File: src/include/pcie_err_pkg.sv
// Shared constants and carrier types for the endpoint error-status block.
// Assumes a 100 MHz system clock and an AXI4-Lite register bus.
package pcie_err_pkg;
  // ****************************************************************
  // Timing
  // ****************************************************************
  localparam int CLK_PERIOD_NS   = 10;
  localparam int DETECT_LIMIT_MS = 20;
  localparam int CFG_LIMIT_MS    = 100;
  localparam int DETECT_LIMIT_CYC = DETECT_LIMIT_MS * 1000000 / CLK_PERIOD_NS;
  localparam int CFG_LIMIT_CYC    = CFG_LIMIT_MS * 1000000 / CLK_PERIOD_NS;
  localparam int DETECT_WAIT_DEF  = 64;
  localparam int CFG_WAIT_DEF     = 256;
  // ****************************************************************
  // Register map
  // ****************************************************************
  localparam logic [7:0] OFS_DEV_CTRL   = 8'h00;
  localparam logic [7:0] OFS_DEV_STATUS = 8'h04;
  localparam logic [7:0] OFS_STATUS_CLR = 8'h08;
  localparam logic [7:0] OFS_IRQ_EN     = 8'h0c;
  localparam logic [7:0] OFS_LINK_STATE = 8'h10;
  localparam logic [4:0] DEV_CTRL_RST   = 5'h00;
  localparam logic [3:0] IRQ_EN_RST     = 4'h0;
  localparam int CTRL_ROM_EN_BIT = 4;
  // Status vector bit positions
  localparam int ST_CORR  = 0;
  localparam int ST_NONF  = 1;
  localparam int ST_FATAL = 2;
  localparam int ST_UR    = 3;
  localparam logic [1:0] RESP_OKAY   = 2'h0;
  localparam logic [1:0] RESP_SLVERR = 2'h2;
  // ****************************************************************
  // Types
  // ****************************************************************
  typedef enum logic [2:0] {
    PKT_CFG    = 3'h0,
    PKT_ROM    = 3'h1,
    PKT_MSG    = 3'h2,
    PKT_MEM_IO = 3'h3,
    PKT_CPL    = 3'h4,
    PKT_OTHER  = 3'h5
  } pkt_kind_t;
  typedef enum logic [1:0] {
    LT_RESET  = 2'h0,
    LT_DETECT = 2'h1,
    LT_UP     = 2'h2
  } ltssm_t;
  typedef struct packed {
    pkt_kind_t   kind;
    logic        bar_hit;
    logic [31:0] word;
  } rx_pkt_t;
  typedef struct packed {
    logic training;
    logic dll_proto;
    logic fc_proto;
    logic malformed;
    logic rx_overflow;
    logic correctable;
    logic nonfatal;
  } rx_err_t;
endpackage

File: src/rtl/pcie_endpoint_error_status.sv
// Endpoint error status, inbound routing and link bring-up timing.
// Assumes one 100 MHz clock, AXI4-Lite master, receive-side events
// arriving as one-cycle pulses synchronous to sys_clk.
//
// Behaviour
// - Enter detect within 20 ms of reset
// - Accept configuration requests within 100 ms
// - Configuration requests answered internally, never forwarded
// - Forward ROM, message, BAR-hit and completion packets
// - Four-bit status: correctable, non-fatal, fatal, UR
// - Error messages only when reporting enabled
// - Listed protocol faults raise fatal status
// - Transmit-side errors never set own status
//
// The register addresses and the AXI4-Lite interface to the registers are this design's own decisions.
`timescale 1ns/1ps
module pcie_endpoint_error_status
  import pcie_err_pkg::*;
#(
  parameter int DETECT_WAIT = DETECT_WAIT_DEF,
  parameter int CFG_WAIT    = CFG_WAIT_DEF
) (
  input  wire logic        sys_clk,
  input  wire logic        nrst,
  // AXI4-Lite slave
  input  wire logic [7:0]  s_awaddr,
  input  wire logic        s_awvalid,
  output logic             s_awready,
  input  wire logic [31:0] s_wdata,
  input  wire logic [3:0]  s_wstrb,
  input  wire logic        s_wvalid,
  output logic             s_wready,
  output logic [1:0]       s_bresp,
  output logic             s_bvalid,
  input  wire logic        s_bready,
  input  wire logic [7:0]  s_araddr,
  input  wire logic        s_arvalid,
  output logic             s_arready,
  output logic [31:0]      s_rdata,
  output logic [1:0]       s_rresp,
  output logic             s_rvalid,
  input  wire logic        s_rready,
  // Link bring-up
  input  wire logic        train_done,
  output ltssm_t           ltssm_state,
  output logic             cfg_ready,
  // Inbound packets from the link
  input  wire rx_pkt_t     rx_pkt,
  input  wire logic        rx_valid,
  output logic             rx_ready,
  input  wire rx_err_t     rx_err,
  // Internal configuration answer
  output logic             cfg_cpl_valid,
  output logic             cfg_cpl_retry,
  // Forwarded to the application
  output rx_pkt_t          fwd_pkt,
  output logic             fwd_valid,
  input  wire logic        fwd_ready,
  // Status, upstream messages, interrupt
  output logic [3:0]       device_status_vector,
  output logic             err_msg_valid,
  output logic [3:0]       err_msg_kind,
  output logic             irq
);

  // ****************************************************************
  // Bring-up timing
  // ****************************************************************
  // Detect wait must stay within its limit, config wait within its own
  localparam int DW = (DETECT_WAIT < DETECT_LIMIT_CYC) ? DETECT_WAIT : DETECT_LIMIT_CYC;
  localparam int CW = (CFG_WAIT < CFG_LIMIT_CYC) ? CFG_WAIT : CFG_LIMIT_CYC;

  ltssm_t      lt_ff, nxt_lt;
  logic [31:0] up_cnt_ff, nxt_up_cnt;
  logic        cfg_rdy_ff, nxt_cfg_rdy;
  logic        fatal_ev;

  // Count from reset release, step the link state
  always_comb begin
    nxt_up_cnt  = up_cnt_ff;
    nxt_lt      = lt_ff;
    nxt_cfg_rdy = cfg_rdy_ff;
    if (up_cnt_ff != 32'hffffffff) begin
      nxt_up_cnt = up_cnt_ff + 32'h1;
    end
    if (up_cnt_ff >= 32'(CW - 1)) begin
      nxt_cfg_rdy = 1'b1;
    end
    case (lt_ff)
      LT_RESET:  if (up_cnt_ff >= 32'(DW - 1)) nxt_lt = LT_DETECT;
      LT_DETECT: if (train_done) nxt_lt = LT_UP;
      LT_UP:     if (rx_err.training) nxt_lt = LT_DETECT; // Retrain after a training fault
      default:   nxt_lt = LT_RESET;
    endcase
  end

  // Bring-up registers
  always_ff @(posedge sys_clk or negedge nrst) begin
    if (!nrst) begin
      lt_ff      <= LT_RESET;
      up_cnt_ff  <= 32'h0;
      cfg_rdy_ff <= 1'b0;
    end else begin
      lt_ff      <= nxt_lt;
      up_cnt_ff  <= nxt_up_cnt;
      cfg_rdy_ff <= nxt_cfg_rdy;
    end
  end

  assign ltssm_state = lt_ff;
  assign cfg_ready   = cfg_rdy_ff;

  // ****************************************************************
  // Inbound routing
  // ****************************************************************
  logic [4:0] ctrl_ff, nxt_ctrl;
  rx_pkt_t    fwd_ff, nxt_fwd;
  logic       fwd_v_ff, nxt_fwd_v;
  logic       cpl_v_ff, nxt_cpl_v;
  logic       cpl_r_ff, nxt_cpl_r;
  logic       ur_ev;
  logic       to_app;
  logic       take;

  assign rx_ready = !fwd_v_ff || fwd_ready;
  assign take     = rx_valid && rx_ready;

  // Classify each packet: internal, forward, or unsupported
  always_comb begin
    to_app = 1'b0;
    ur_ev  = 1'b0;
    case (rx_pkt.kind)
      PKT_CFG:    to_app = 1'b0;
      PKT_ROM: begin
        to_app = ctrl_ff[CTRL_ROM_EN_BIT];
        ur_ev  = !ctrl_ff[CTRL_ROM_EN_BIT];
      end
      PKT_MSG:    to_app = 1'b1;
      PKT_MEM_IO: begin
        to_app = rx_pkt.bar_hit;
        ur_ev  = !rx_pkt.bar_hit;
      end
      PKT_CPL:    to_app = 1'b1;
      default:    ur_ev  = 1'b1;
    endcase
    ur_ev = ur_ev && take;
  end

  // Forward holding stage and config answer
  always_comb begin
    nxt_fwd   = fwd_ff;
    nxt_fwd_v = fwd_v_ff && !fwd_ready;
    nxt_cpl_v = 1'b0;
    nxt_cpl_r = 1'b0;
    if (take && to_app) begin
      nxt_fwd   = rx_pkt;
      nxt_fwd_v = 1'b1; // held until the application takes it
    end
    if (take && rx_pkt.kind == PKT_CFG) begin
      nxt_cpl_v = 1'b1;
      nxt_cpl_r = !cfg_rdy_ff; // retry until ready
    end
  end

  // Routing registers
  always_ff @(posedge sys_clk or negedge nrst) begin
    if (!nrst) begin
      fwd_ff   <= '0;
      fwd_v_ff <= 1'b0;
      cpl_v_ff <= 1'b0;
      cpl_r_ff <= 1'b0;
    end else begin
      fwd_ff   <= nxt_fwd;
      fwd_v_ff <= nxt_fwd_v;
      cpl_v_ff <= nxt_cpl_v;
      cpl_r_ff <= nxt_cpl_r;
    end
  end

  assign fwd_pkt       = fwd_ff;
  assign fwd_valid     = fwd_v_ff;
  assign cfg_cpl_valid = cpl_v_ff;
  assign cfg_cpl_retry = cpl_r_ff;

  // ****************************************************************
  // Status vector and error messages
  // ****************************************************************
  logic [3:0] stat_ff, nxt_stat;
  logic [3:0] ev;
  logic [3:0] clr;
  logic       msg_v_ff, nxt_msg_v;
  logic [3:0] msg_k_ff, nxt_msg_k;
  logic [3:0] ien_ff, nxt_ien;

  // Only receive-side events feed the vector
  assign fatal_ev = rx_err.training | rx_err.dll_proto | rx_err.fc_proto
                  | rx_err.malformed | rx_err.rx_overflow;
  assign ev = {ur_ev, fatal_ev, rx_err.nonfatal, rx_err.correctable};

  // Sticky status, a new event beats a clear
  always_comb begin
    nxt_stat  = (stat_ff & ~clr) | ev;
    nxt_msg_v = |(ev & ctrl_ff[3:0]);
    nxt_msg_k = ev & ctrl_ff[3:0];
  end

  // Status registers
  always_ff @(posedge sys_clk or negedge nrst) begin
    if (!nrst) begin
      stat_ff  <= 4'h0;
      msg_v_ff <= 1'b0;
      msg_k_ff <= 4'h0;
    end else begin
      stat_ff  <= nxt_stat;
      msg_v_ff <= nxt_msg_v;
      msg_k_ff <= nxt_msg_k;
    end
  end

  assign device_status_vector = stat_ff;
  assign err_msg_valid        = msg_v_ff;
  assign err_msg_kind         = msg_k_ff;
  assign irq                  = |(stat_ff & ien_ff);

  // ****************************************************************
  // AXI4-Lite slave
  // ****************************************************************
  logic        aw_ff, nxt_aw;
  logic [7:0]  awa_ff, nxt_awa;
  logic        w_ff, nxt_w;
  logic [31:0] wd_ff, nxt_wd;
  logic [3:0]  ws_ff, nxt_ws;
  logic        bv_ff, nxt_bv;
  logic [1:0]  br_ff, nxt_br;
  logic        rv_ff, nxt_rv;
  logic [31:0] rd_ff, nxt_rd;
  logic [1:0]  rr_ff, nxt_rr;
  logic        do_wr;

  // Decode a mapped offset
  function automatic logic is_mapped(input logic [7:0] a);
    return a == OFS_DEV_CTRL || a == OFS_DEV_STATUS || a == OFS_STATUS_CLR
        || a == OFS_IRQ_EN || a == OFS_LINK_STATE;
  endfunction

  assign s_awready = !aw_ff && !bv_ff;
  assign s_wready  = !w_ff && !bv_ff;
  assign s_arready = !rv_ff;
  assign do_wr     = aw_ff && w_ff && !bv_ff;
  assign clr       = (do_wr && awa_ff == OFS_STATUS_CLR && ws_ff[0]) ? wd_ff[3:0] : 4'h0;

  // Bus channel state and register writes
  always_comb begin
    nxt_aw   = aw_ff;
    nxt_awa  = awa_ff;
    nxt_w    = w_ff;
    nxt_wd   = wd_ff;
    nxt_ws   = ws_ff;
    nxt_bv   = bv_ff && !s_bready;
    nxt_br   = br_ff;
    nxt_rv   = rv_ff && !s_rready;
    nxt_rd   = rd_ff;
    nxt_rr   = rr_ff;
    nxt_ctrl = ctrl_ff;
    nxt_ien  = ien_ff;
    if (s_awvalid && s_awready) begin
      nxt_aw  = 1'b1;
      nxt_awa = s_awaddr;
    end
    if (s_wvalid && s_wready) begin
      nxt_w  = 1'b1;
      nxt_wd = s_wdata;
      nxt_ws = s_wstrb;
    end
    if (do_wr) begin
      nxt_aw = 1'b0;
      nxt_w  = 1'b0;
      nxt_bv = 1'b1;
      nxt_br = is_mapped(awa_ff) ? RESP_OKAY : RESP_SLVERR;
      if (awa_ff == OFS_DEV_CTRL && ws_ff[0]) begin
        nxt_ctrl = wd_ff[4:0]; // steers forwarding and messages
      end
      if (awa_ff == OFS_IRQ_EN && ws_ff[0]) begin
        nxt_ien = wd_ff[3:0];
      end
    end
    if (s_arvalid && s_arready) begin
      nxt_rv = 1'b1;
      nxt_rr = is_mapped(s_araddr) ? RESP_OKAY : RESP_SLVERR;
      case (s_araddr)
        OFS_DEV_CTRL:   nxt_rd = {27'h0, ctrl_ff};
        OFS_DEV_STATUS: nxt_rd = {28'h0, stat_ff};
        OFS_IRQ_EN:     nxt_rd = {28'h0, ien_ff};
        OFS_LINK_STATE: nxt_rd = {29'h0, cfg_rdy_ff, lt_ff};
        default:        nxt_rd = 32'h0;
      endcase
    end
  end

  // Bus registers
  always_ff @(posedge sys_clk or negedge nrst) begin
    if (!nrst) begin
      aw_ff   <= 1'b0;
      awa_ff  <= 8'h00;
      w_ff    <= 1'b0;
      wd_ff   <= 32'h0;
      ws_ff   <= 4'h0;
      bv_ff   <= 1'b0;
      br_ff   <= RESP_OKAY;
      rv_ff   <= 1'b0;
      rd_ff   <= 32'h0;
      rr_ff   <= RESP_OKAY;
      ctrl_ff <= DEV_CTRL_RST;
      ien_ff  <= IRQ_EN_RST;
    end else begin
      aw_ff   <= nxt_aw;
      awa_ff  <= nxt_awa;
      w_ff    <= nxt_w;
      wd_ff   <= nxt_wd;
      ws_ff   <= nxt_ws;
      bv_ff   <= nxt_bv;
      br_ff   <= nxt_br;
      rv_ff   <= nxt_rv;
      rd_ff   <= nxt_rd;
      rr_ff   <= nxt_rr;
      ctrl_ff <= nxt_ctrl;
      ien_ff  <= nxt_ien;
    end
  end

  assign s_bvalid = bv_ff;
  assign s_bresp  = br_ff;
  assign s_rvalid = rv_ff;
  assign s_rdata  = rd_ff;
  assign s_rresp  = rr_ff;

endmodule

File: config.mk
export PLATFORM = sky130hd
export DESIGN_NAME = pcie_endpoint_error_status
export DESIGN_NICKNAME = d
export VERILOG_FILES = /design/src/include/pcie_err_pkg.sv /design/src/rtl/pcie_endpoint_error_status.sv
export SDC_FILE = /design/constraint.sdc
export NUM_CORES = 1
export LEC_CHECK = 0
export CAP_MARGIN = 20
export CORE_ASPECT_RATIO = 1.4
export CORE_MARGIN = 3
export CORE_UTILIZATION = 50
export CTS_CLUSTER_DIAMETER = 60
export DETAILED_ROUTE_END_ITERATION = 8
export DONT_BUFFER_PORTS = 1
export SLEW_MARGIN = 10
export SYNTH_ARGS = -nofsm -noshare
export SYNTH_HDL_FRONTEND = slang
export SYNTH_SLANG_ARGS = --single-unit
File: constraint.sdc
create_clock -name sys_clk -period 2.3 [get_ports sys_clk]
set_input_delay 0 -clock sys_clk [delete_from_list [all_inputs] [get_ports sys_clk]]
set_output_delay 0 -clock sys_clk [all_outputs]
set_load 0.1 [all_outputs]
# ---- Yosys cells after proc, flatten, opt, wreduce, memory -nomap -nowiden
# Cells that the tools add are included.
dict set report totals {
  reg_bits 146
  output_inout_bits 94
  word_cells 124
  inputBits 105
}
dict set report op_classes {
  magnitude_cmp 2
  muxes 19
  add_sub_neg 1
  n_reduce_logical 51
  bitwise_logic 9
  n_eq_ne 18
}
# cell count
set ops {}
lappend ops {{32-bit by 1-bit adder with 32-bit output (second input constant)} 1}
lappend ops {{8-bit by 4-bit equality test with 1-bit output (second input constant)} 4}
lappend ops {{32-bit by 6-bit greater-or-equal comparator with 1-bit output (second input constant)} 1}
lappend ops {{32-bit by 8-bit greater-or-equal comparator with 1-bit output (second input constant)} 1}
lappend ops {{32-bit inequality test (second input constant)} 1}
lappend ops {{5-bit one-hot mux with 4 select lines} 1}
lappend ops {{1-bit logical AND} 18}
lappend ops {{8-bit by 3-bit equality test with 1-bit output (second input constant)} 2}
lappend ops {{8-bit by 5-bit equality test with 1-bit output (second input constant)} 2}
lappend ops {{8-bit logical NOT} 2}
lappend ops {{4-bit bitwise AND} 3}
lappend ops {{1-bit logical NOT} 11}
lappend ops {{2-bit 2-to-1 mux} 5}
lappend ops {{1-bit logical OR} 9}
lappend ops {{1-bit 2-to-1 mux} 9}
lappend ops {{4-bit OR reduction} 2}
lappend ops {{3-bit by 2-bit equality test with 1-bit output (second input constant)} 2}
lappend ops {{2-bit inequality test (second input constant)} 3}
lappend ops {{1-bit one-hot mux with 3 select lines} 2}
lappend ops {{2-bit one-hot mux with 3 select lines} 1}
lappend ops {{4-bit 2-to-1 mux} 1}
lappend ops {{4-bit inverter} 1}
lappend ops {{1-bit OR} 4}
lappend ops {{4-bit OR} 1}
lappend ops {{other kinds (11)} 13}

# ---- Depth between registers and ports, before layout
dict set report logic_depth {
  word_depth 8
  depth_mapped 8
  depth_no_buf 6
}

# ---- Worst setup path after synthesis
# OpenSTA, ideal clock, no wires.
dict set report synth_path {
  kind {register to register}
  from {register bv_ff (netlist: s_bvalid)}
  to {register awa_ff[0]}
  path_slack_ps -936
  arrival_time_ps 3112
  setup_ps 125
  stages_incl_launch_ff 5
  required_ps 2175
  synth_period_minus_slack_ps 3236
  path_cell_list {dfrtp_1 > nor2_1 > and2_1 > clkbuf_1 > mux2_2}
}
dict set report synth_between {
  elab_chain_len 3
}
# item line
set synth_lines {}
lappend synth_lines {{from (decl)} pcie_endpoint_error_status.sv:233} ;# logic bv_ff, nxt_bv;
lappend synth_lines {{from (signal assigned)} pcie_endpoint_error_status.sv:321} ;# bv_ff <= nxt_bv;
lappend synth_lines {{1-bit logical NOT} pcie_endpoint_error_status.sv:246} ;# assign s_awready = !aw_ff && !bv_ff;
lappend synth_lines {{1-bit logical AND} pcie_endpoint_error_status.sv:246}
lappend synth_lines {{named net s_awready} pcie_endpoint_error_status.sv:28} ;# output logic s_awready,
lappend synth_lines {{1-bit logical AND} pcie_endpoint_error_status.sv:266} ;# if (s_awvalid && s_awready) begin
lappend synth_lines {{to (signal assigned)} pcie_endpoint_error_status.sv:317} ;# awa_ff <= nxt_awa;
lappend synth_lines {{to (decl)} pcie_endpoint_error_status.sv:229} ;# logic [7:0] awa_ff, nxt_awa;
# The timed path passes the listed nets, and every way through them passes these cells.
# A chain may end at the register's enable or synchronous reset.

# ---- Worst setup path in the final report
dict set report layout_path {
  from {input s_araddr[2]}
  to {register rr_ff[1] (netlist: s_rresp[1])}
}
dict set report layout_between {
  elab_chain_len 6
  elab_cells_between_ends 10
}
# item line
set layout_lines {}
lappend layout_lines {{from (decl)} pcie_endpoint_error_status.sv:36} ;# input wire logic [7:0] s_araddr,
lappend layout_lines {{8-bit by 3-bit equality test with 1-bit output or 8-bit logical NOT (tied branches)} pcie_endpoint_error_status.sv:242} ;# return a == OFS_DEV_CTRL || a == OFS_DEV_STATUS || a == OFS_STATUS_CLR
lappend layout_lines {{1-bit logical OR (2 in series)} pcie_endpoint_error_status.sv:242}
lappend layout_lines {{1-bit logical OR} pcie_endpoint_error_status.sv:243} ;# || a == OFS_IRQ_EN || a == OFS_LINK_STATE;
lappend layout_lines {{1-bit logical OR (*)} pcie_endpoint_error_status.sv:243}
lappend layout_lines {{2-bit 2-to-1 mux (*)} pcie_endpoint_error_status.sv:289} ;# nxt_rr = is_mapped(s_araddr) ? RESP_OKAY : RESP_SLVERR;
lappend layout_lines {{to (signal assigned)} pcie_endpoint_error_status.sv:325} ;# rr_ff <= nxt_rr;
lappend layout_lines {{to (decl)} pcie_endpoint_error_status.sv:237} ;# logic [1:0] rr_ff, nxt_rr;
# Every way passes the cells marked *; elsewhere a longest branch is shown, timed or not.

==> out/results.ini <==
[critical_path]
cp_cell_sequence = dlygate4sd3_1, nor2_1, inv_1, a21oi_1, dlygate4sd3_1, o21ai_0, dlygate4sd3_1
slowest_stage = dlygate4sd3_1
path_class = primary input to register
slowest_delay_ps = 580
critical_path.max_fanout = 6
crit_arrival_ps = 2370
ff2ff_setup_slack_ps = 230
worstSetupEndpointType = register
cpMostUsedCell = dlygate4sd3_1
crit_path_start_kind = primary input
crit_required_ps = 2590

[floorplan]
ioPinCount = 199
dieHeight_um = 127
start_util_pct = 52.3
die_width_um = 92.7
coreArea_um2 = 10100
fp-row-count = 43
dieArea_um2 = 11800

[status]
status = finished with violations
failed_checks = negative hold slack

[finish]
syn2layout_area_growth_pct = 36.0
diodes = 0
finish.instance_area_um2 = 7150
stdcell_count = 728
nNetsFinal = 687
nFillCells = 701
final_util_pct = 71.1
final_common_cell = dfrtp_1
final_cell_mix = dfrtp_1, dlygate4sd3_1, buf_4
layout-drive-gt1-share_pct = 28.3

[global_route]
first_global_vias = 3940
grtUsageTotal_pct = 20.5
grt-ovfl-total = 0
antenna_found_initial = 0
grt_pass1_wl_mm = 19.1
grt_start_max_net_pins = 118

[routing]
vias = 3770
drc = 0
drt_iter0_drc = 166
wire_per_inst_um = 16.0
postRouteAntennaNets = 0
wirelength_mm = 11.7
dr.pass1.iters = 4
via_per_inst = 5.18

[synth]
syn_area_um2 = 5260
synth_warnings = 0
synth-seq-cells = 117
avgSynthCellArea_um2 = 12.0
ys_seq_area_share_pct = 55.7
synth_cells = 437
ys_types = 52

[pwr]
p_comb_share_pct = 34.8
powerDensity_nw_per_um2 = 1170
swShare_pct = 40.5
p_sw_mw = 3.40
ir_drop_v = 0.00107
seq_power_share_pct = 32.5
power.share.clock_pct = 32.7
internal-power_mw = 4.98
p_leak_nw = 3.33

[timing]
slew_headroom_pct = 39.4
fin_setup_tns_ps = 0
hold_violations = 117
period_needed_ps = 2080
tightestPinTransition_ps = 910
rsz0062_at_grt = no
fin_ws_ps = 218
timing.final.crit_share_pct = 90.5
skew_ps = 6.58
maxSlewViolCount = 0
fmax_mhz = 480
timing.hold.ws_ps = -717
setup_viol = 0

[clocking]
clock_tree.buffer_depth = 2
cts-root-buf = clkbuf_16
clock_latency_ps = 410
cts_tree = built
clk_pin_slew_worst_paths_ps = 50
numCtsBuffers = 17
cts.sinks = 117
htreeDepth = 4
cts_setup_buffers = 0

[flow_run]
drv_cap = 0

[placed_design]
dp.final_hpwl_mm = 7.81
gp_congestion = 0.788
port-buffer-count = 0
dpl_cell_area_um2 = 5800
dp_worst_setup_slack_ps = 257
dp.cells = 626

[hold_path]
hold_path.class = primary input to asynchronous set/reset pin

## worst max-delay path, delay by kind of cell
kind / cells / cell delay (ps)
buf+inv: 4 / 1800
simple gates: 1 / 360
compound gates: 2 / 220
## metrics by stage
step	hold slack, ps	power [mW]
2_1_floorplan	-296	5.08
4_1_cts	-729	8.43
5_1_grt	-738	8.69
3_3_place_gp	-293	5.52
3_5_place_dp	-293	5.55
6_report	-717	8.38
## cell usage after synthesis, drive strengths merged
cell type | instances | share of area [%]
nand2 | 32 | 2.3
a22o | 3 | 0.50
or4b | 1 | 0.19
xor2 | 20 | 3.3
o2bb2ai | 1 | 0.17
or4 | 2 | 0.36
buf | 35 | 4.9
or3 | 2 | 0.24
inv | 5 | 0.36
a21oi | 3 | 0.29
dfrtp | 117 | 56
nand3b | 1 | 0.14
a22oi | 8 | 1.1
a31oi | 2 | 0.24
a21o | 6 | 0.86
mux2i | 2 | 0.38
nor4 | 12 | 2.1
xnor2 | 7 | 1.2
and2b | 1 | 0.14
nor2b | 5 | 0.59
nor4b | 1 | 0.17
and3b | 1 | 0.17
ha | 1 | 0.24
nor3 | 14 | 1.3
nand4b | 1 | 0.17
conb | 1 | 0.071
nor2 | 25 | 1.8
o21ai | 10 | 0.95
a32o | 1 | 0.19
o41ai | 2 | 0.33
nand2b | 4 | 0.48
clkbuf | 2 | 0.14
or2 | 1 | 0.12
nor3b | 2 | 0.29
and3 | 6 | 0.71
and4 | 2 | 0.33
o32ai | 3 | 0.50
nand3 | 15 | 1.5
o22ai | 2 | 0.24
and2 | 7 | 0.83
nand4 | 10 | 1.3
mux2 | 61 | 13
## power by group through the flow
stage | combinational (mW) | sequential [mW] | clock, mW
floorplan | 1.01 | 4.07 | 0
global placement | 2.77 | 2.75 | 0
detailed placement | 2.80 | 2.76 | 0
CTS | 2.91 | 2.72 | 2.79
global route | 3.02 | 2.78 | 2.89
finish | 2.92 | 2.73 | 2.74
## cell families after synthesis
family	count (synthesis)	share of synthesized area (%)
other	1	0.0713
buffers and inverters	42	5.38
adder cells (fa/ha/maj)	1	0.238
flip-flops	117	55.7
XOR/XNOR	27	4.50
multiplexers	63	13.4
AND/OR/NAND/NOR	145	15.3
AO/OA/AOI/OAI	41	5.40
## worst paths after layout
check,startpoint,endpoint,depth (start not counted)
setup / recovery,s_araddr[2],s_rresp[1]$_DFFE_PN0P_,7
hold / removal,nrst,fwd_pkt[7]$_DFFE_PN0P_,0
min in group sys_clk,rx_pkt[35],device_status_vector[3]$_DFF_PN0_,3
hold reg to reg,up_cnt_ff[5]$_DFFE_PN0P_,up_cnt_ff[5]$_DFFE_PN0P_,1
setup reg to reg,up_cnt_ff[12]$_DFFE_PN0P_,ltssm_state[0]$_DFFE_PN0P_,6
max in group asynchronous,nrst,up_cnt_ff[8]$_DFFE_PN0P_,0
## routing by layer
layer	routed length [µm]	vias to the layer above	global-route usage, %
met1	4660	1834	23.8
met2	6130	127	35.8
met3	631	19	5.36
met4	234	0	8.80
met5	0	-	0
li1	-	1790	-
## timing repair
action / CTS / global route
hold buffers: 70 / 2
hold endpoints to repair: 189 / 119
resized for setup: 0 / 3
setup endpoints to repair: 0 / 2
## flip-flops by register name, indices dropped and copies added, names as in the netlist, 2 cells and up
signal,flops
err_msg_kind,4
ien_ff,4
wd_ff,5
device_status_vector,4
awa_ff,8
up_cnt_ff,32
s_rdata,5
ctrl_ff,5
fwd_pkt,36
ltssm_state,2
## layout make-up
type	instances	area, µm²	share of cell area [%]
flip-flops and latches	117	2930	41.0
multi-input cells	306	2200	30.8
repair buffers	134	1210	16.9
clock buffers	18	439	6.14
clock inverters	13	181	2.54
well taps	135	169	2.36
inverters	5	22.5	0.315
Power figures use the tool's default switching activity.
